File: config.mk
export PLATFORM = sky130hd
export DESIGN_NAME = gimb_top
export DESIGN_NICKNAME = d
export VERILOG_FILES = /design/src/shared/gimb_pkg.sv /design/src/shared/gimb_pin_if.sv /design/src/rtl/gimb_sync.sv /design/src/rtl/gimb_top.sv
export SDC_FILE = /design/constraint.sdc
export NUM_CORES = 1
export LEC_CHECK = 0
export BUFFER_PORTS_ARGS = -buffer_cell sky130_fd_sc_hd__buf_2
export CAP_MARGIN = 5
export CORE_ASPECT_RATIO = 1.1
export CORE_MARGIN = 2
export CORE_UTILIZATION = 58
export CTS_CLUSTER_DIAMETER = 40
export DETAILED_ROUTE_END_ITERATION = 8
export HOLD_SLACK_MARGIN = 0.12
export PLACE_DENSITY = 0.85
export SLEW_MARGIN = 20
export SYNTH_ARGS = -nofsm -noshare
export SYNTH_HDL_FRONTEND = slang
export SYNTH_SLANG_ARGS = --single-unit
File: constraint.sdc
create_clock -name pclk -period 2.3 [get_ports pclk]
set_input_delay 0.69 -clock pclk [delete_from_list [all_inputs] [get_ports pclk]]
set_output_delay 0.69 -clock pclk [all_outputs]
set_load 0.01 [all_outputs]
File: src/shared/gimb_pkg.sv
// Constants and register map of the global interrupt mask bank
package gimb_pkg;

    // ------------------------------------------------------------
    // Widths
    // ------------------------------------------------------------
    localparam int ADDR_W = 16;
    localparam int DATA_W = 32;
    localparam int REG_W  = 8;
    localparam int CH_N   = 16;
    localparam int IDX_W  = 14;
    localparam int IDX_LSB = 2;
    localparam int SYNC_N = 2;

    // ------------------------------------------------------------
    // Register indices (byte address is four times the index)
    // ------------------------------------------------------------
    localparam logic [IDX_W-1:0] IDX_FRM_ST_LO = 14'h00f9;
    localparam logic [IDX_W-1:0] IDX_FRM_ST_HI = 14'h20f9;
    localparam logic [IDX_W-1:0] IDX_TST_ST_LO = 14'h00fa;
    localparam logic [IDX_W-1:0] IDX_TST_ST_HI = 14'h20fa;
    localparam logic [IDX_W-1:0] IDX_LIN_ST_LO = 14'h00fb;
    localparam logic [IDX_W-1:0] IDX_LIN_ST_HI = 14'h20fb;
    localparam logic [IDX_W-1:0] IDX_FRM_EN_LO = 14'h00fc;
    localparam logic [IDX_W-1:0] IDX_FRM_EN_HI = 14'h20fc;
    localparam logic [IDX_W-1:0] IDX_TST_EN_LO = 14'h00fd;
    localparam logic [IDX_W-1:0] IDX_TST_EN_HI = 14'h20fd;
    localparam logic [IDX_W-1:0] IDX_LIN_EN_LO = 14'h00fe;
    localparam logic [IDX_W-1:0] IDX_LIN_EN_HI = 14'h20fe;
    localparam logic [IDX_W-1:0] IDX_PIN_LO    = 14'h00ff;
    localparam logic [IDX_W-1:0] IDX_PIN_HI    = 14'h20ff;

    // ------------------------------------------------------------
    // Reset values and byte alignment
    // ------------------------------------------------------------
    localparam logic [CH_N-1:0]   RST_BANK  = 16'h0000;
    localparam logic [DATA_W-1:0] RST_RDATA = 32'h0000_0000;
    localparam logic [1:0]        ALIGN_OK  = 2'h0;

endpackage
File: src/shared/gimb_pin_if.sv
// Interface carrying raw and synchronised pin levels
`timescale 1ns/1ps
`default_nettype none
interface gimb_pin_if;
    import gimb_pkg::*;
    logic [CH_N-1:0] raw;
    logic [CH_N-1:0] synced;
    modport sync_side (input raw, output synced);
    modport user_side (output raw, input synced);
endinterface
`default_nettype wire

File: src/rtl/gimb_sync.sv
// Two-flop synchroniser for the general-purpose pin levels
`timescale 1ns/1ps
`default_nettype none
module gimb_sync
    import gimb_pkg::*;
(
    input  wire logic     pclk,
    input  wire logic     presetn,
    gimb_pin_if.sync_side pins
);

    // ------------------------------------------------------------
    // Synchroniser stages
    // ------------------------------------------------------------
    logic [CH_N-1:0] meta_q;
    logic [CH_N-1:0] sync_q;

    // First stage is read only by the second stage
    always_ff @(posedge pclk or negedge presetn)
    begin
        if (!presetn)
        begin
            meta_q <= RST_BANK;
            sync_q <= RST_BANK;
        end
        else
        begin
            meta_q <= pins.raw;
            sync_q <= meta_q;
        end
    end

    assign pins.synced = sync_q;

endmodule
`default_nettype wire

File: src/rtl/gimb_top.sv
// Global interrupt mask bank with APB register access
//
// Notes on behaviour
// Framer enable register, channels 1-8; bit k enables channel k+1.
// Framer enable register, channels 9-16; bit 7 is channel 16; reset zero.
// Tester enable register, channels 1-8; 1 enables, 0 masks; reset zero.
// Tester enable register, channels 9-16; bit 7 is tester 16; reset zero.
// Line enable register, channels 1-8; 1 enables, 0 masks; reset zero.
// Line enable register, channels 9-16; bit 7 is line 16; reset zero.
// Pin status low reads live level of pins 1-8, bit 0 is pin 1.
// Pin status high reads live level of pins 9-16, bit 0 is pin 9.
// A source asserting its interrupt sets its sticky global status bit.
// Interrupt output high only while a set status bit is enabled.
//
// Decided for this implementation: the APB slave port.
`timescale 1ns/1ps
`default_nettype none
module gimb_top
    import gimb_pkg::*;
(
    input  wire logic              pclk,
    input  wire logic              presetn,
    input  wire logic              psel,
    input  wire logic              penable,
    input  wire logic              pwrite,
    input  wire logic [ADDR_W-1:0] paddr,
    input  wire logic [DATA_W-1:0] pwdata,
    input  wire logic [3:0]        pstrb,
    output logic      [DATA_W-1:0] prdata,
    output logic                   pready,
    output logic                   pslverr,
    input  wire logic [CH_N-1:0]   framer_irq,
    input  wire logic [CH_N-1:0]   tester_irq,
    input  wire logic [CH_N-1:0]   line_irq,
    input  wire logic [CH_N-1:0]   gpio_pin,
    output logic                   irq
);

    // ------------------------------------------------------------
    // Helper functions
    // ------------------------------------------------------------

    // Byte write into one half of a 16-bit bank
    function automatic logic [CH_N-1:0] wr_half(
        input logic [CH_N-1:0]  old,
        input logic             lo,
        input logic             hi,
        input logic [REG_W-1:0] data
    );
        logic [CH_N-1:0] r;
        r = old;
        if (lo)
            r[REG_W-1:0] = data;
        if (hi)
            r[CH_N-1:REG_W] = data;
        return r;
    endfunction

    // Sticky status update; a new event wins over a clear
    function automatic logic [CH_N-1:0] sticky(
        input logic [CH_N-1:0] old,
        input logic [CH_N-1:0] clr,
        input logic [CH_N-1:0] set
    );
        return (old & ~clr) | set;
    endfunction

    // Spread a byte clear mask into one half of a bank
    function automatic logic [CH_N-1:0] clr_mask(
        input logic             lo,
        input logic             hi,
        input logic [REG_W-1:0] data
    );
        logic [CH_N-1:0] r;
        r = RST_BANK;
        if (lo)
            r[REG_W-1:0] = data;
        if (hi)
            r[CH_N-1:REG_W] = data;
        return r;
    endfunction

    // ------------------------------------------------------------
    // Pin synchroniser
    // ------------------------------------------------------------
    gimb_pin_if pin_bus ();

    assign pin_bus.raw = gpio_pin;

    gimb_sync u_sync (
        .pclk    (pclk),
        .presetn (presetn),
        .pins    (pin_bus.sync_side)
    );

    logic [CH_N-1:0] pin_lvl;
    assign pin_lvl = pin_bus.synced;

    // ------------------------------------------------------------
    // APB decode
    // ------------------------------------------------------------
    logic [IDX_W-1:0] idx;
    logic             aligned;
    logic             setup;
    logic             access;
    logic             wr_en;
    logic [REG_W-1:0] wbyte;
    logic             hit_frm_st_lo;
    logic             hit_frm_st_hi;
    logic             hit_tst_st_lo;
    logic             hit_tst_st_hi;
    logic             hit_lin_st_lo;
    logic             hit_lin_st_hi;
    logic             hit_frm_en_lo;
    logic             hit_frm_en_hi;
    logic             hit_tst_en_lo;
    logic             hit_tst_en_hi;
    logic             hit_lin_en_lo;
    logic             hit_lin_en_hi;
    logic             hit_pin_lo;
    logic             hit_pin_hi;
    logic             mapped;
    logic             read_only;

    // Index and phase decode
    assign idx     = paddr[ADDR_W-1:IDX_LSB];
    assign aligned = (paddr[IDX_LSB-1:0] == ALIGN_OK);
    assign setup   = psel & ~penable;
    assign access  = psel & penable;
    assign wbyte   = pwdata[REG_W-1:0];

    // Register hits
    assign hit_frm_st_lo = aligned & (idx == IDX_FRM_ST_LO);
    assign hit_frm_st_hi = aligned & (idx == IDX_FRM_ST_HI);
    assign hit_tst_st_lo = aligned & (idx == IDX_TST_ST_LO);
    assign hit_tst_st_hi = aligned & (idx == IDX_TST_ST_HI);
    assign hit_lin_st_lo = aligned & (idx == IDX_LIN_ST_LO);
    assign hit_lin_st_hi = aligned & (idx == IDX_LIN_ST_HI);
    assign hit_frm_en_lo = aligned & (idx == IDX_FRM_EN_LO);
    assign hit_frm_en_hi = aligned & (idx == IDX_FRM_EN_HI);
    assign hit_tst_en_lo = aligned & (idx == IDX_TST_EN_LO);
    assign hit_tst_en_hi = aligned & (idx == IDX_TST_EN_HI);
    assign hit_lin_en_lo = aligned & (idx == IDX_LIN_EN_LO);
    assign hit_lin_en_hi = aligned & (idx == IDX_LIN_EN_HI);
    assign hit_pin_lo    = aligned & (idx == IDX_PIN_LO);
    assign hit_pin_hi    = aligned & (idx == IDX_PIN_HI);
    assign read_only     = hit_pin_lo | hit_pin_hi;
    assign mapped = hit_frm_st_lo | hit_frm_st_hi | hit_tst_st_lo | hit_tst_st_hi
                  | hit_lin_st_lo | hit_lin_st_hi | hit_frm_en_lo | hit_frm_en_hi
                  | hit_tst_en_lo | hit_tst_en_hi | hit_lin_en_lo | hit_lin_en_hi
                  | read_only;

    // Writes act in the access phase on a mapped writable byte lane 0
    assign wr_en = access & pwrite & pstrb[0] & mapped & ~read_only;

    // ------------------------------------------------------------
    // Enable banks
    // ------------------------------------------------------------
    logic [CH_N-1:0] frm_en_q;
    logic [CH_N-1:0] frm_en_d;
    logic [CH_N-1:0] tst_en_q;
    logic [CH_N-1:0] tst_en_d;
    logic [CH_N-1:0] lin_en_q;
    logic [CH_N-1:0] lin_en_d;

    // Next values of the enable banks
    assign frm_en_d = wr_half(frm_en_q, wr_en & hit_frm_en_lo,
                              wr_en & hit_frm_en_hi, wbyte);
    assign tst_en_d = wr_half(tst_en_q, wr_en & hit_tst_en_lo,
                              wr_en & hit_tst_en_hi, wbyte);
    assign lin_en_d = wr_half(lin_en_q, wr_en & hit_lin_en_lo,
                              wr_en & hit_lin_en_hi, wbyte);

    // Enable registers, all masked after reset
    always_ff @(posedge pclk or negedge presetn)
    begin
        if (!presetn)
        begin
            frm_en_q <= RST_BANK;
            tst_en_q <= RST_BANK;
            lin_en_q <= RST_BANK;
        end
        else
        begin
            frm_en_q <= frm_en_d;
            tst_en_q <= tst_en_d;
            lin_en_q <= lin_en_d;
        end
    end

    // ------------------------------------------------------------
    // Sticky status banks
    // ------------------------------------------------------------
    logic [CH_N-1:0] frm_st_q;
    logic [CH_N-1:0] frm_st_d;
    logic [CH_N-1:0] tst_st_q;
    logic [CH_N-1:0] tst_st_d;
    logic [CH_N-1:0] lin_st_q;
    logic [CH_N-1:0] lin_st_d;

    // Write one to clear; an asserted source keeps its bit set
    assign frm_st_d = sticky(frm_st_q, clr_mask(wr_en & hit_frm_st_lo,
                             wr_en & hit_frm_st_hi, wbyte), framer_irq);
    assign tst_st_d = sticky(tst_st_q, clr_mask(wr_en & hit_tst_st_lo,
                             wr_en & hit_tst_st_hi, wbyte), tester_irq);
    assign lin_st_d = sticky(lin_st_q, clr_mask(wr_en & hit_lin_st_lo,
                             wr_en & hit_lin_st_hi, wbyte), line_irq);

    // Status registers
    always_ff @(posedge pclk or negedge presetn)
    begin
        if (!presetn)
        begin
            frm_st_q <= RST_BANK;
            tst_st_q <= RST_BANK;
            lin_st_q <= RST_BANK;
        end
        else
        begin
            frm_st_q <= frm_st_d;
            tst_st_q <= tst_st_d;
            lin_st_q <= lin_st_d;
        end
    end

    // ------------------------------------------------------------
    // Interrupt output
    // ------------------------------------------------------------
    logic irq_d;
    logic irq_q;

    // Any set status bit whose enable is one
    assign irq_d = |((frm_st_q & frm_en_q) | (tst_st_q & tst_en_q)
                   | (lin_st_q & lin_en_q));

    always_ff @(posedge pclk or negedge presetn)
    begin
        if (!presetn)
            irq_q <= 1'b0;
        else
            irq_q <= irq_d;
    end

    assign irq = irq_q;

    // ------------------------------------------------------------
    // Read data and error response
    // ------------------------------------------------------------
    logic [REG_W-1:0]  rbyte;
    logic [DATA_W-1:0] rdata_q;
    logic              err_q;

    // Read selection; unmapped addresses read zero
    assign rbyte = hit_frm_st_lo ? frm_st_q[REG_W-1:0]
                 : hit_frm_st_hi ? frm_st_q[CH_N-1:REG_W]
                 : hit_tst_st_lo ? tst_st_q[REG_W-1:0]
                 : hit_tst_st_hi ? tst_st_q[CH_N-1:REG_W]
                 : hit_lin_st_lo ? lin_st_q[REG_W-1:0]
                 : hit_lin_st_hi ? lin_st_q[CH_N-1:REG_W]
                 : hit_frm_en_lo ? frm_en_q[REG_W-1:0]
                 : hit_frm_en_hi ? frm_en_q[CH_N-1:REG_W]
                 : hit_tst_en_lo ? tst_en_q[REG_W-1:0]
                 : hit_tst_en_hi ? tst_en_q[CH_N-1:REG_W]
                 : hit_lin_en_lo ? lin_en_q[REG_W-1:0]
                 : hit_lin_en_hi ? lin_en_q[CH_N-1:REG_W]
                 : hit_pin_lo    ? pin_lvl[REG_W-1:0]
                 : hit_pin_hi    ? pin_lvl[CH_N-1:REG_W]
                 : {REG_W{1'b0}};

    // Read data captured in setup, error flag for the access phase
    always_ff @(posedge pclk or negedge presetn)
    begin
        if (!presetn)
        begin
            rdata_q <= RST_RDATA;
            err_q   <= 1'b0;
        end
        else if (setup)
        begin
            rdata_q <= pwrite ? RST_RDATA : {{(DATA_W-REG_W){1'b0}}, rbyte};
            err_q   <= ~mapped | (pwrite & read_only);
        end
    end

    // Zero-wait slave
    assign prdata  = rdata_q;
    assign pready  = 1'b1;
    assign pslverr = access & err_q;

    // ------------------------------------------------------------
    // Assertions
    // ------------------------------------------------------------
    property p_frm_lo_write;
        @(posedge pclk) disable iff (!presetn)
        (wr_en & hit_frm_en_lo) |=> (frm_en_q[REG_W-1:0] == $past(pwdata[REG_W-1:0]))
                                    && $stable(frm_en_q[CH_N-1:REG_W]);
    endproperty
    a_frm_lo_write: assert property (p_frm_lo_write)
        else $error("framer low enable not written");

    property p_frm_hi_write;
        @(posedge pclk) disable iff (!presetn)
        (wr_en & hit_frm_en_hi) |=> (frm_en_q[CH_N-1:REG_W] == $past(pwdata[REG_W-1:0]))
                                    && $stable(frm_en_q[REG_W-1:0]);
    endproperty
    a_frm_hi_write: assert property (p_frm_hi_write)
        else $error("framer high enable not written");

    property p_tst_lo_rd;
        @(posedge pclk) disable iff (!presetn)
        (setup & ~pwrite & hit_tst_en_lo) |=> (prdata[REG_W-1:0] == tst_en_q[REG_W-1:0]);
    endproperty
    a_tst_lo_rd: assert property (p_tst_lo_rd)
        else $error("tester low enable read mismatch");

    property p_tst_hold;
        @(posedge pclk) disable iff (!presetn)
        !(wr_en & (hit_tst_en_lo | hit_tst_en_hi)) |=> $stable(tst_en_q);
    endproperty
    a_tst_hold: assert property (p_tst_hold)
        else $error("tester enable changed without a write");

    property p_lin_lo_write;
        @(posedge pclk) disable iff (!presetn)
        (wr_en & hit_lin_en_lo) |=> (lin_en_q[REG_W-1:0] == $past(pwdata[REG_W-1:0]))
                                    && $stable(lin_en_q[CH_N-1:REG_W]);
    endproperty
    a_lin_lo_write: assert property (p_lin_lo_write)
        else $error("line low enable not written");

    property p_lin_hi_write;
        @(posedge pclk) disable iff (!presetn)
        (wr_en & hit_lin_en_hi) |=> (lin_en_q[CH_N-1:REG_W] == $past(pwdata[REG_W-1:0]));
    endproperty
    a_lin_hi_write: assert property (p_lin_hi_write)
        else $error("line high enable not written");

    property p_pin_lo_rd;
        @(posedge pclk) disable iff (!presetn)
        (setup & ~pwrite & hit_pin_lo) |=> (prdata[REG_W-1:0] == $past(pin_lvl[REG_W-1:0]));
    endproperty
    a_pin_lo_rd: assert property (p_pin_lo_rd)
        else $error("pin low read mismatch");

    property p_pin_hi_rd;
        @(posedge pclk) disable iff (!presetn)
        (setup & ~pwrite & hit_pin_hi) |=> (prdata[REG_W-1:0] == $past(pin_lvl[CH_N-1:REG_W]));
    endproperty
    a_pin_hi_rd: assert property (p_pin_hi_rd)
        else $error("pin high read mismatch");

    property p_event_sets;
        @(posedge pclk) disable iff (!presetn)
        (line_irq != RST_BANK) |=> ((lin_st_q & $past(line_irq)) == $past(line_irq));
    endproperty
    a_event_sets: assert property (p_event_sets)
        else $error("line event lost");

    property p_irq_level;
        @(posedge pclk) disable iff (!presetn)
        ##1 (irq == $past(|((frm_st_q & frm_en_q) | (tst_st_q & tst_en_q)
                            | (lin_st_q & lin_en_q))));
    endproperty
    a_irq_level: assert property (p_irq_level)
        else $error("interrupt output disagrees with status and enables");

endmodule
`default_nettype wire

==> results.cfg, run 1 <==
[critical_path]
path_class = in -> reg
r2r_cells = 4
crit_arrival_ns = 2.61
worstPathRequired_ns = 2.67
r2r_slack_ns = 0.39
r2r-start = tst_en_q[9]
cp-start-kind = input port
endpoint_kind = flop
r2r_end = irq
cp_max_fo = 7

[floorplanning]
die_width_microns = 105
start_util_pct = 59.4
core_area_sq_um = 10900
die_h_microns = 115
dieArea_sq_um = 12000
rows = 40
boundaryPins = 156

[hold_path]
hp-class = in -> async

[sta]
slew_headroom_pct = 59.4
rsz0062_at_grt = no
slew_violations = 0
hold_viol = 0
fin_crit_sh_pct = 97.6
fin_ws_ns = 0.0558
max_freq_ghz = 0.446
setup_violations = 0
min_period_ns = 2.24
tightest_slew_ns = 0.608
finClkSkew_ns = 0.0129
hold_ws_ns = 0.168

[power_and_ir_drop]
p_per_area_nw_per_um2 = 701
ir_worst_vdd_mv = 0.640
leakagePower_nw = 3.72

[cts]
cts_tree = built
cts_max_level = 4
cts_buffers = 17
cts_buffer_depth = 2
clk_pin_slew_worst_paths_ns = 0.06
clock-sinks = 138
clock_latency_ns = 0.43
root_buffer = clkbuf_16

[yosys]
yosysUniqueCellTypes = 53
syn_avg_cell_area_sq_um = 11.6
ys.flop_type = dfrtp_1
yosysSeqAreaShare_pct = 53.3
synth.ff_latch_count = 138
netlist_area_sq_um = 6480
ys_async_sr_fraction_pct = 100
synth_cells = 557
synth_edf_count = 0
yosysWarnings = 0

[routing]
ant_nets = 0
vias_per_cell = 6.07
firstDrtPassIters = 5
wl_met2_microns = 9550
route.met3.wl_microns = 1500
routed_wl_microns = 19900
drt-initial-drc-count = 432
top_layer = met4
drc = 0
wl_met1_microns = 7780
vias = 5406
wl_per_cell_microns = 22.3

[global_routing]
grt_max_degree = 46
overflow = 0
grt_pass1_vias = 5523
grt_usage_pct = 34.9
antenna_found_initial = 0
grt_pass1_wl_microns = 30800

[status]
status = completed

[layout]
syn_to_final_growth_pct = 30.9
n_fill_cell = 706
drive_above_1_share_pct = 40.5
nNetsFinal = 851
stdcell_count = 890
fin_util_pct = 77.7
diodes = 0

[placement]
post-place-ws_ns = -0.345
dp.cells = 857
gp_congestion = 0.958
io_buffers = 103
dp_hpwl_microns = 14300

[run]
maxCapViolCount = 0
## worst max-delay path by stage
stage	start	end	slack, ns
after global routing	paddr[14]	frm_st_q[1]	0.006
after CTS	paddr[13]	prdata[1]	0.1
final	paddr[14]	prdata[3]	0.06
after detailed placement	paddr[13]	prdata[5]	-0.34
after floorplan	paddr[13]	frm_en_q[0]	-0.20
after global placement	paddr[11]	lin_en_q[7]	-0.35
## cell usage in the layout (no fill, tap or decap), types with 3 or more instances in the layout
| cell type | count |
|---|---|
| a22o_1 | 16 |
| nand4_1 | 5 |
| o221ai_2 | 6 |
| mux2_4 | 23 |
| conb_1 | 25 |
| mux2i_1 | 10 |
| mux2_2 | 31 |
| buf_4 | 75 |
| a21oi_1 | 28 |
| dfrtp_1 | 138 |
| nor2_1 | 17 |
| buf_2 | 102 |
| a221oi_1 | 11 |
| inv_1 | 4 |
| bufinv_16 | 5 |
| o21ai_0 | 11 |
| nand2_1 | 72 |
| a21o_1 | 48 |
| buf_12 | 8 |
| a22oi_1 | 12 |
| o22ai_1 | 7 |
| nor4_1 | 4 |
| clkinv_4 | 3 |
| clkbuf_16 | 17 |
| nor3_1 | 3 |
| mux4_2 | 8 |
| nor2_4 | 3 |
## critical path, stage by stage
cell and delay, ns:
buf_2 0.12, nor4b_4 0.37, nand3_2 0.15, buf_4 0.17
nand3b_1 0.15, buf_4 0.18, or2_2 0.29, a21oi_1 0.30
o31a_1 0.17
## cells by family after synthesis
group	Yosys count	synth area share, %
flops	138	53.3
simple gates	137	11.4
other cells	2	0.116
mux	72	13.7
compound gates	149	16.4
buf+inv	59	5.04
## layer usage
| metal | vias up | track usage, % |
|---|---|---|
| li1 | 2340 | - |
| met1 | 2699 | 44.0 |
| met2 | 302 | 55.8 |
| met3 | 65 | 7.77 |
| met4 | 0 | 21.2 |
| met5 | - | 0 |
## timing repair
item	CTS	global route
endpoints found under the setup margin	0	11
setup buffers	0	1
hold endpoints to repair	0	0
gates resized for setup	0	1
hold buffers	0	0
## stage by stage
step | setup TNS (ns) | instance area, sq um | total power, W
floorplan | -5.48 | 6730 | 0.00274
global placement | -22.30 | 7820 | 0.00295
detailed placement | -22.71 | 7820 | 0.00297
CTS | 0 | 8460 | 0.00597
global route | 0 | 8470 | 0.00612
finish | 0 | 8470 | 0.00594
## synth_stat cells (all sizes together) (4+ instances only)
cell | instances | area [sq um]
mux4 | 8 | 180
a221oi | 11 | 96.3
dfrtp | 138 | 3450
a22oi | 12 | 90.1
a21oi | 28 | 140
inv | 4 | 15.0
a22o | 16 | 140
buf | 36 | 238
nand2 | 72 | 270
o22ai | 7 | 43.8
nor2 | 20 | 97.6
a21o | 48 | 360
clkbuf | 19 | 73.8
nor4 | 7 | 71.3
mux2i | 10 | 100
o221ai | 6 | 52.6
nand4 | 6 | 43.8
mux2 | 54 | 608
o21ai | 11 | 55.1
nor3 | 5 | 36.3
nand3 | 4 | 25.0
## sequential cells by signal, indices dropped and copies added, names as in the netlist
name	cells
u_sync.meta_q	16
tst_en_q	16
irq	1
lin_en_q	16
lin_st_q	16
frm_st_q	16
frm_en_q	16
err_q	1
prdata	8
tst_st_q	16
u_sync.pins.synced	16
## cell type report
class	count	area (sq um)	area share (%)
repair buffers	186	1240	14.7
multi-input cells	383	2930	34.6
inverters	4	15.0	0.177
clock buffers	19	433	5.11
clock inverters	13	215	2.54
flip-flops and latches	138	3450	40.8
well taps	147	184	2.17
## power by group
part,switching [W],leakage [nW],total [W],internal [W]
Combinational,0.000257,1.81,0.000439,0.000182
Clock,0.00107,0.318,0.00301,0.00194
Sequential,0.0000205,1.59,0.00249,0.00247
Note: power is estimated with default switching activity, not from simulation.
==> run 2: changes to the inputs <==
ABC_AREA = 1   (was unset)
CORE_UTILIZATION = 59   (was 58)
PLACE_DENSITY = 0.86   (was 0.85)
==> results.cfg, run 2 <==
[yosys]
yosysSeqAreaShare_pct = 48.9
ys.flop_type = dfrtp_1
synth_most_common_cell = nand2_1
ys_async_sr_fraction_pct = 100
yosysUniqueCellTypes = 37
synth_edf_count = 0
syn_avg_cell_area_sq_um = 8.31
synthTopCellsByCount = nand2_1, dfrtp_1, inv_1, nand4_1, a21o_1
yosysWarnings = 0
synth_cells = 850
netlist_area_sq_um = 7070
synth_top_area_share_pct = 48.9
synth.area.top_cells = dfrtp_1, nand2_1, nand4_1
synth.ff_latch_count = 138
yosysTopAreaCell = dfrtp_1

[placement]
dpl_cell_area_sq_um = 8050
gp_congestion = 0.984
io_buffers = 103
dp_hpwl_microns = 16300

[sta]
slew_violations = 0
min_period_ns = 2.25
fin_crit_sh_pct = 97.7
finClkSkew_ns = 0.00601
setup_tns_ns = 0
setup_violations = 0
hold_viol = 0
max_freq_ghz = 0.445

[critical_path]
cpMaxStageDelayCell = o21ai_0
worstPathRequired_ns = 2.62
r2r_cells = 14
crit_path_frequent_cell = nand2_1
endpoint_kind = flop
crit_path_cell_trace = buf_2 -> inv_1 -> nand2_1 -> nor2_1 -> nand2_2 -> nor2_1 -> buf_4 -> nand2_1 -> nand2_1 -> o21ai_0 -> nand3_1 -> nand2_1 -> nand2_1 -> nand2_1 -> nand2_1 -> nand2_1 -> nand3_1 -> nand2_1 -> nand2_1
r2r_slack_ns = 0.56
cp-start-kind = input port
endpoint = prdata[0]
path_class = in -> reg
r2r_end = prdata[0]
r2r-start = u_sync.pins.synced[8]
critPathMaxStageDelay_ns = 0.26
crit_arrival_ns = 2.56
worstSetupStartpoint = paddr[0]
cp_max_fo = 7

[layout]
syn_to_final_growth_pct = 24.3
drive_above_1_share_pct = 24.1
design_area_sq_um = 8780
seqCellArea_sq_um = 3450
final_cell_mix = nand2_1, dfrtp_1, buf_2
fin_util_pct = 75.8
n_fill_cell = 810
multi_input_area_sq_um = 3070
nNetsFinal = 1129
final_common_cell = nand2_1
diodes = 0

[power_and_ir_drop]
ir_worst_vdd_mv = 0.695
p_per_area_nw_per_um2 = 623
report.power.total_w = 0.00547
leakagePower_nw = 4.33

[floorplanning]
die_h_microns = 119
core_area_sq_um = 11600
dieArea_sq_um = 12900
boundaryPins = 156
rows = 41
die_width_microns = 108
start_util_pct = 60.9

[cts]
hold_buffers = 0
cts_max_level = 4
root_buffer = clkbuf_16
clock_latency_ns = 0.44
cts_tree = built
cts_buffers = 17
clk_pin_slew_worst_paths_ns = 0.07
clock-sinks = 138
cts_buffer_depth = 2

[routing]
vias = 6911
routed_wl_microns = 23400
firstDrtPassIters = 6
vias_per_cell = 5.90
drt-initial-drc-count = 1025
ant_nets = 0
wl_per_cell_microns = 19.9
drc = 0

[global_routing]
grt_pass1_wl_microns = 35600
grt_usage_pct = 37.3
overflow = 0
antenna_found_initial = 0
grt_pass1_vias = 6834
grt_max_degree = 46

[status]
status = completed

[hold_path]
hp-class = in -> async

[run]
maxCapViolCount = 0
==> run 2: area by class of cell <==
cell class	instances	area share (%)
flip-flops and latches	138	39.3
multi-input cells	601	35.0
repair buffers	171	13.4
clock buffers	17	4.84
inverters	79	3.41
well taps	150	2.14
clock inverters	15	1.88
==> run 2: stage by stage <==
step | setup WS [ns] | hold slack [ns] | instances
2_1_floorplan | 0.0410 | 0.331 | 873
3_3_place_gp | -0.285 | 0.332 | 1130
3_5_place_dp | -0.364 | 0.335 | 1130
4_1_cts | 0.0826 | 0.185 | 1162
5_1_grt | -0.0211 | 0.215 | 1171
6_report | 0.0530 | 0.189 | 1171
==> run 2: worst min path at each step <==
stage,start,to,slack (ns),depth (start not counted)
after floorplan,u_sync.meta_q[0],u_sync.pins.synced[0],0.33,0
after global placement,u_sync.meta_q[15],u_sync.pins.synced[15],0.33,0
after detailed placement,u_sync.meta_q[13],u_sync.pins.synced[13],0.33,0
after CTS,presetn,lin_st_q[3],0.19,1
after global routing,presetn,lin_st_q[3],0.21,1
final,presetn,lin_st_q[3],0.19,1
==> run 2: repair_timing <==
action                                 4_1_cts  5_1_grt
setup buffers                                0       10
setup endpoints to repair                    0       29
endpoints found under the hold margin        0        0
gates resized for setup                      0       12
==> run 2: where the power goes <==
part	switching, W	internal [W]
sequential	0.00000841	0.00245
clock	0.00126	0.00147
combinational	0.000193	0.0000896
==> run 2: layer usage <==
metal  vias up  part of all wire (%)  wire [microns]  track usage, %
met1      3225                    37            8660            48.3
li1       3090                     -               -               -
met4         0                   7.0            1630            22.1
met3       131                    10            2410            8.94
met5         -                     0               0               0
met2       465                    46           10700            56.5
==> run 2: critical path, delay by kind of cell <==
family,cells,cell delay [ns]
compound gates,1,0.26
simple gates,15,1.27
buf+inv,3,0.34
==> run 2: cells by family (layout without fill, tap and decap cells) <==
| family | after synthesis | after routing | share of synthesized area [%] |
|---|---|---|---|
| AO/OA/AOI/OAI | 153 | 153 | 12.8 |
| buffers and inverters | 135 | 282 | 9.56 |
| flip-flops | 138 | 138 | 48.9 |
| AND/OR/NAND/NOR | 422 | 423 | 28.7 |
| other | 2 | 25 | 0.106 |
==> run 3: changes to the inputs <==
REMOVE_ABC_BUFFERS = 1   (was unset)
clock period = 2.8 ns   (was 2.3 ns; I/O delays follow)
==> results.cfg, run 3 (synthesis gave the netlist of run 2 again) <==
[status]
status = completed

[power_and_ir_drop]
leakagePower_nw = 4.14
ir_worst_vdd_mv = 0.603
report.power.total_w = 0.00470
p_per_area_nw_per_um2 = 557

[floorplanning]
rows = 41
die_h_microns = 119
die_width_microns = 108
start_util_pct = 60.9
boundaryPins = 156
dieArea_sq_um = 12900
core_area_sq_um = 11600

[sta]
rsz0062_at_grt = no
min_period_ns = 2.52
setup_violations = 0
max_freq_ghz = 0.397
hold_viol = 0
tightest_slew_ns = 1.04
fin_ws_ns = 0.284
finClkSkew_ns = 0.00582
fin_crit_sh_pct = 89.9
slew_violations = 0
slew_headroom_pct = 30.2

[hold_path]
hold_end = u_sync.pins.synced[15]
min-delay-start = u_sync.meta_q[15]
hp-class = reg -> reg
hold_depth = 0

[global_routing]
grt_usage_pct = 32.3
grt_max_degree = 51
grt_pass1_wl_microns = 31500
grt_pass1_vias = 6301
antenna_found_initial = 0
overflow = 0

[critical_path]
cpMaxStageDelayCell = buf_4
crit_path_frequent_cell = nand3_4
r2r_cells = 12
endpoint_kind = flop
crit_path_cell_trace = buf_2 -> nor2_1 -> nand2_4 -> nor2_8 -> buf_4 -> nand2_2 -> nand3_2 -> nor3_2 -> nand3_4 -> buf_12 -> nand3_4 -> nand2_1 -> o21ai_0
r2r-start = lin_en_q[15]
worstPathRequired_ns = 3.09
crit_arrival_ns = 2.80
r2r_end = prdata[7]
path_class = in -> reg
critPathMaxStageDelay_ns = 0.29
cp-start-kind = input port
cp_max_fo = 20
r2r_slack_ns = 1.16

[cts]
cts_resized = 0
hold_buffers = 0
cts_buffer_depth = 2
cts_buffers = 17
clock-sinks = 138
post_cts_buffers = 0
clk_pin_slew_worst_paths_ns = 0.06
root_buffer = clkbuf_16
clock_latency_ns = 0.42
cts_max_level = 4
cts_tree = built

[routing]
drc = 0
routed_wl_microns = 19500
vias = 6535
ant_nets = 0
firstDrtPassIters = 5
vias_per_cell = 5.77
wl_per_cell_microns = 17.2
drt-initial-drc-count = 662

[run]
maxCapViolCount = 0

[placement]
post-place-ws_ns = -0.0559
io_buffers = 103
dp_hpwl_microns = 14100
gp_congestion = 0.996

[layout]
final_cell_mix = nand2_1, dfrtp_1, buf_2
final_common_cell = nand2_1
drive_above_1_share_pct = 20.4
diodes = 0
nNetsFinal = 1091
syn_to_final_growth_pct = 19.5
fin_util_pct = 72.8
n_fill_cell = 905
## run 3: through the flow
stage / cells / hold WS [ns] / setup TNS (ns) / cell area (sq um)
floorplan: 817 / 0.331 / -26.94 / 6780
global placement: 1101 / 0.333 / -0.0173 / 7790
detailed placement: 1101 / 0.335 / -1.04 / 7790
CTS: 1132 / 0.347 / 0 / 8440
global route: 1132 / 0.349 / 0 / 8440
finish: 1132 / 0.345 / 0 / 8440
## run 3: critical path, delay by kind of cell
kind            cells  cell delay (ns)
simple gates        9             1.30
compound gates      1             0.11
buf+inv             3             0.54
## run 3: worst max-delay path by stage
stage,startpoint,to,slack (ns),depth (start not counted)
3_3_place_gp,paddr[11],lin_st_q[12],-0.02,12
6_report,paddr[11],tst_en_q[5],0.28,13
3_5_place_dp,paddr[13],lin_en_q[5],-0.06,13
4_1_cts,paddr[13],lin_en_q[14],0.30,12
2_1_floorplan,paddr[11],tst_en_q[5],-0.33,10
5_1_grt,paddr[11],tst_en_q[5],0.15,13
## run 3: cell type report
class | instances | area, sq um | area share, %
clock buffers | 21 | 460 | 5.45
clock inverters | 10 | 189 | 2.24
inverters | 79 | 299 | 3.54
multi-input cells | 600 | 3020 | 35.8
flip-flops and latches | 138 | 3450 | 40.9
well taps | 150 | 188 | 2.22
repair buffers | 134 | 830 | 9.83
## run 3: power by group
part	switching, W	internal (W)
clock network	0.000842	0.00163
registers	0.00000600	0.00202
logic	0.000135	0.0000715
## run 3: per-layer routing
layer,global-route usage [%],share of wire (%),vias up
met5,0,0,-
met3,8.55,8.3,81
met2,52.2,49,346
met4,16.3,5.1,0
li1,-,-,3010
met1,39.6,38,3098
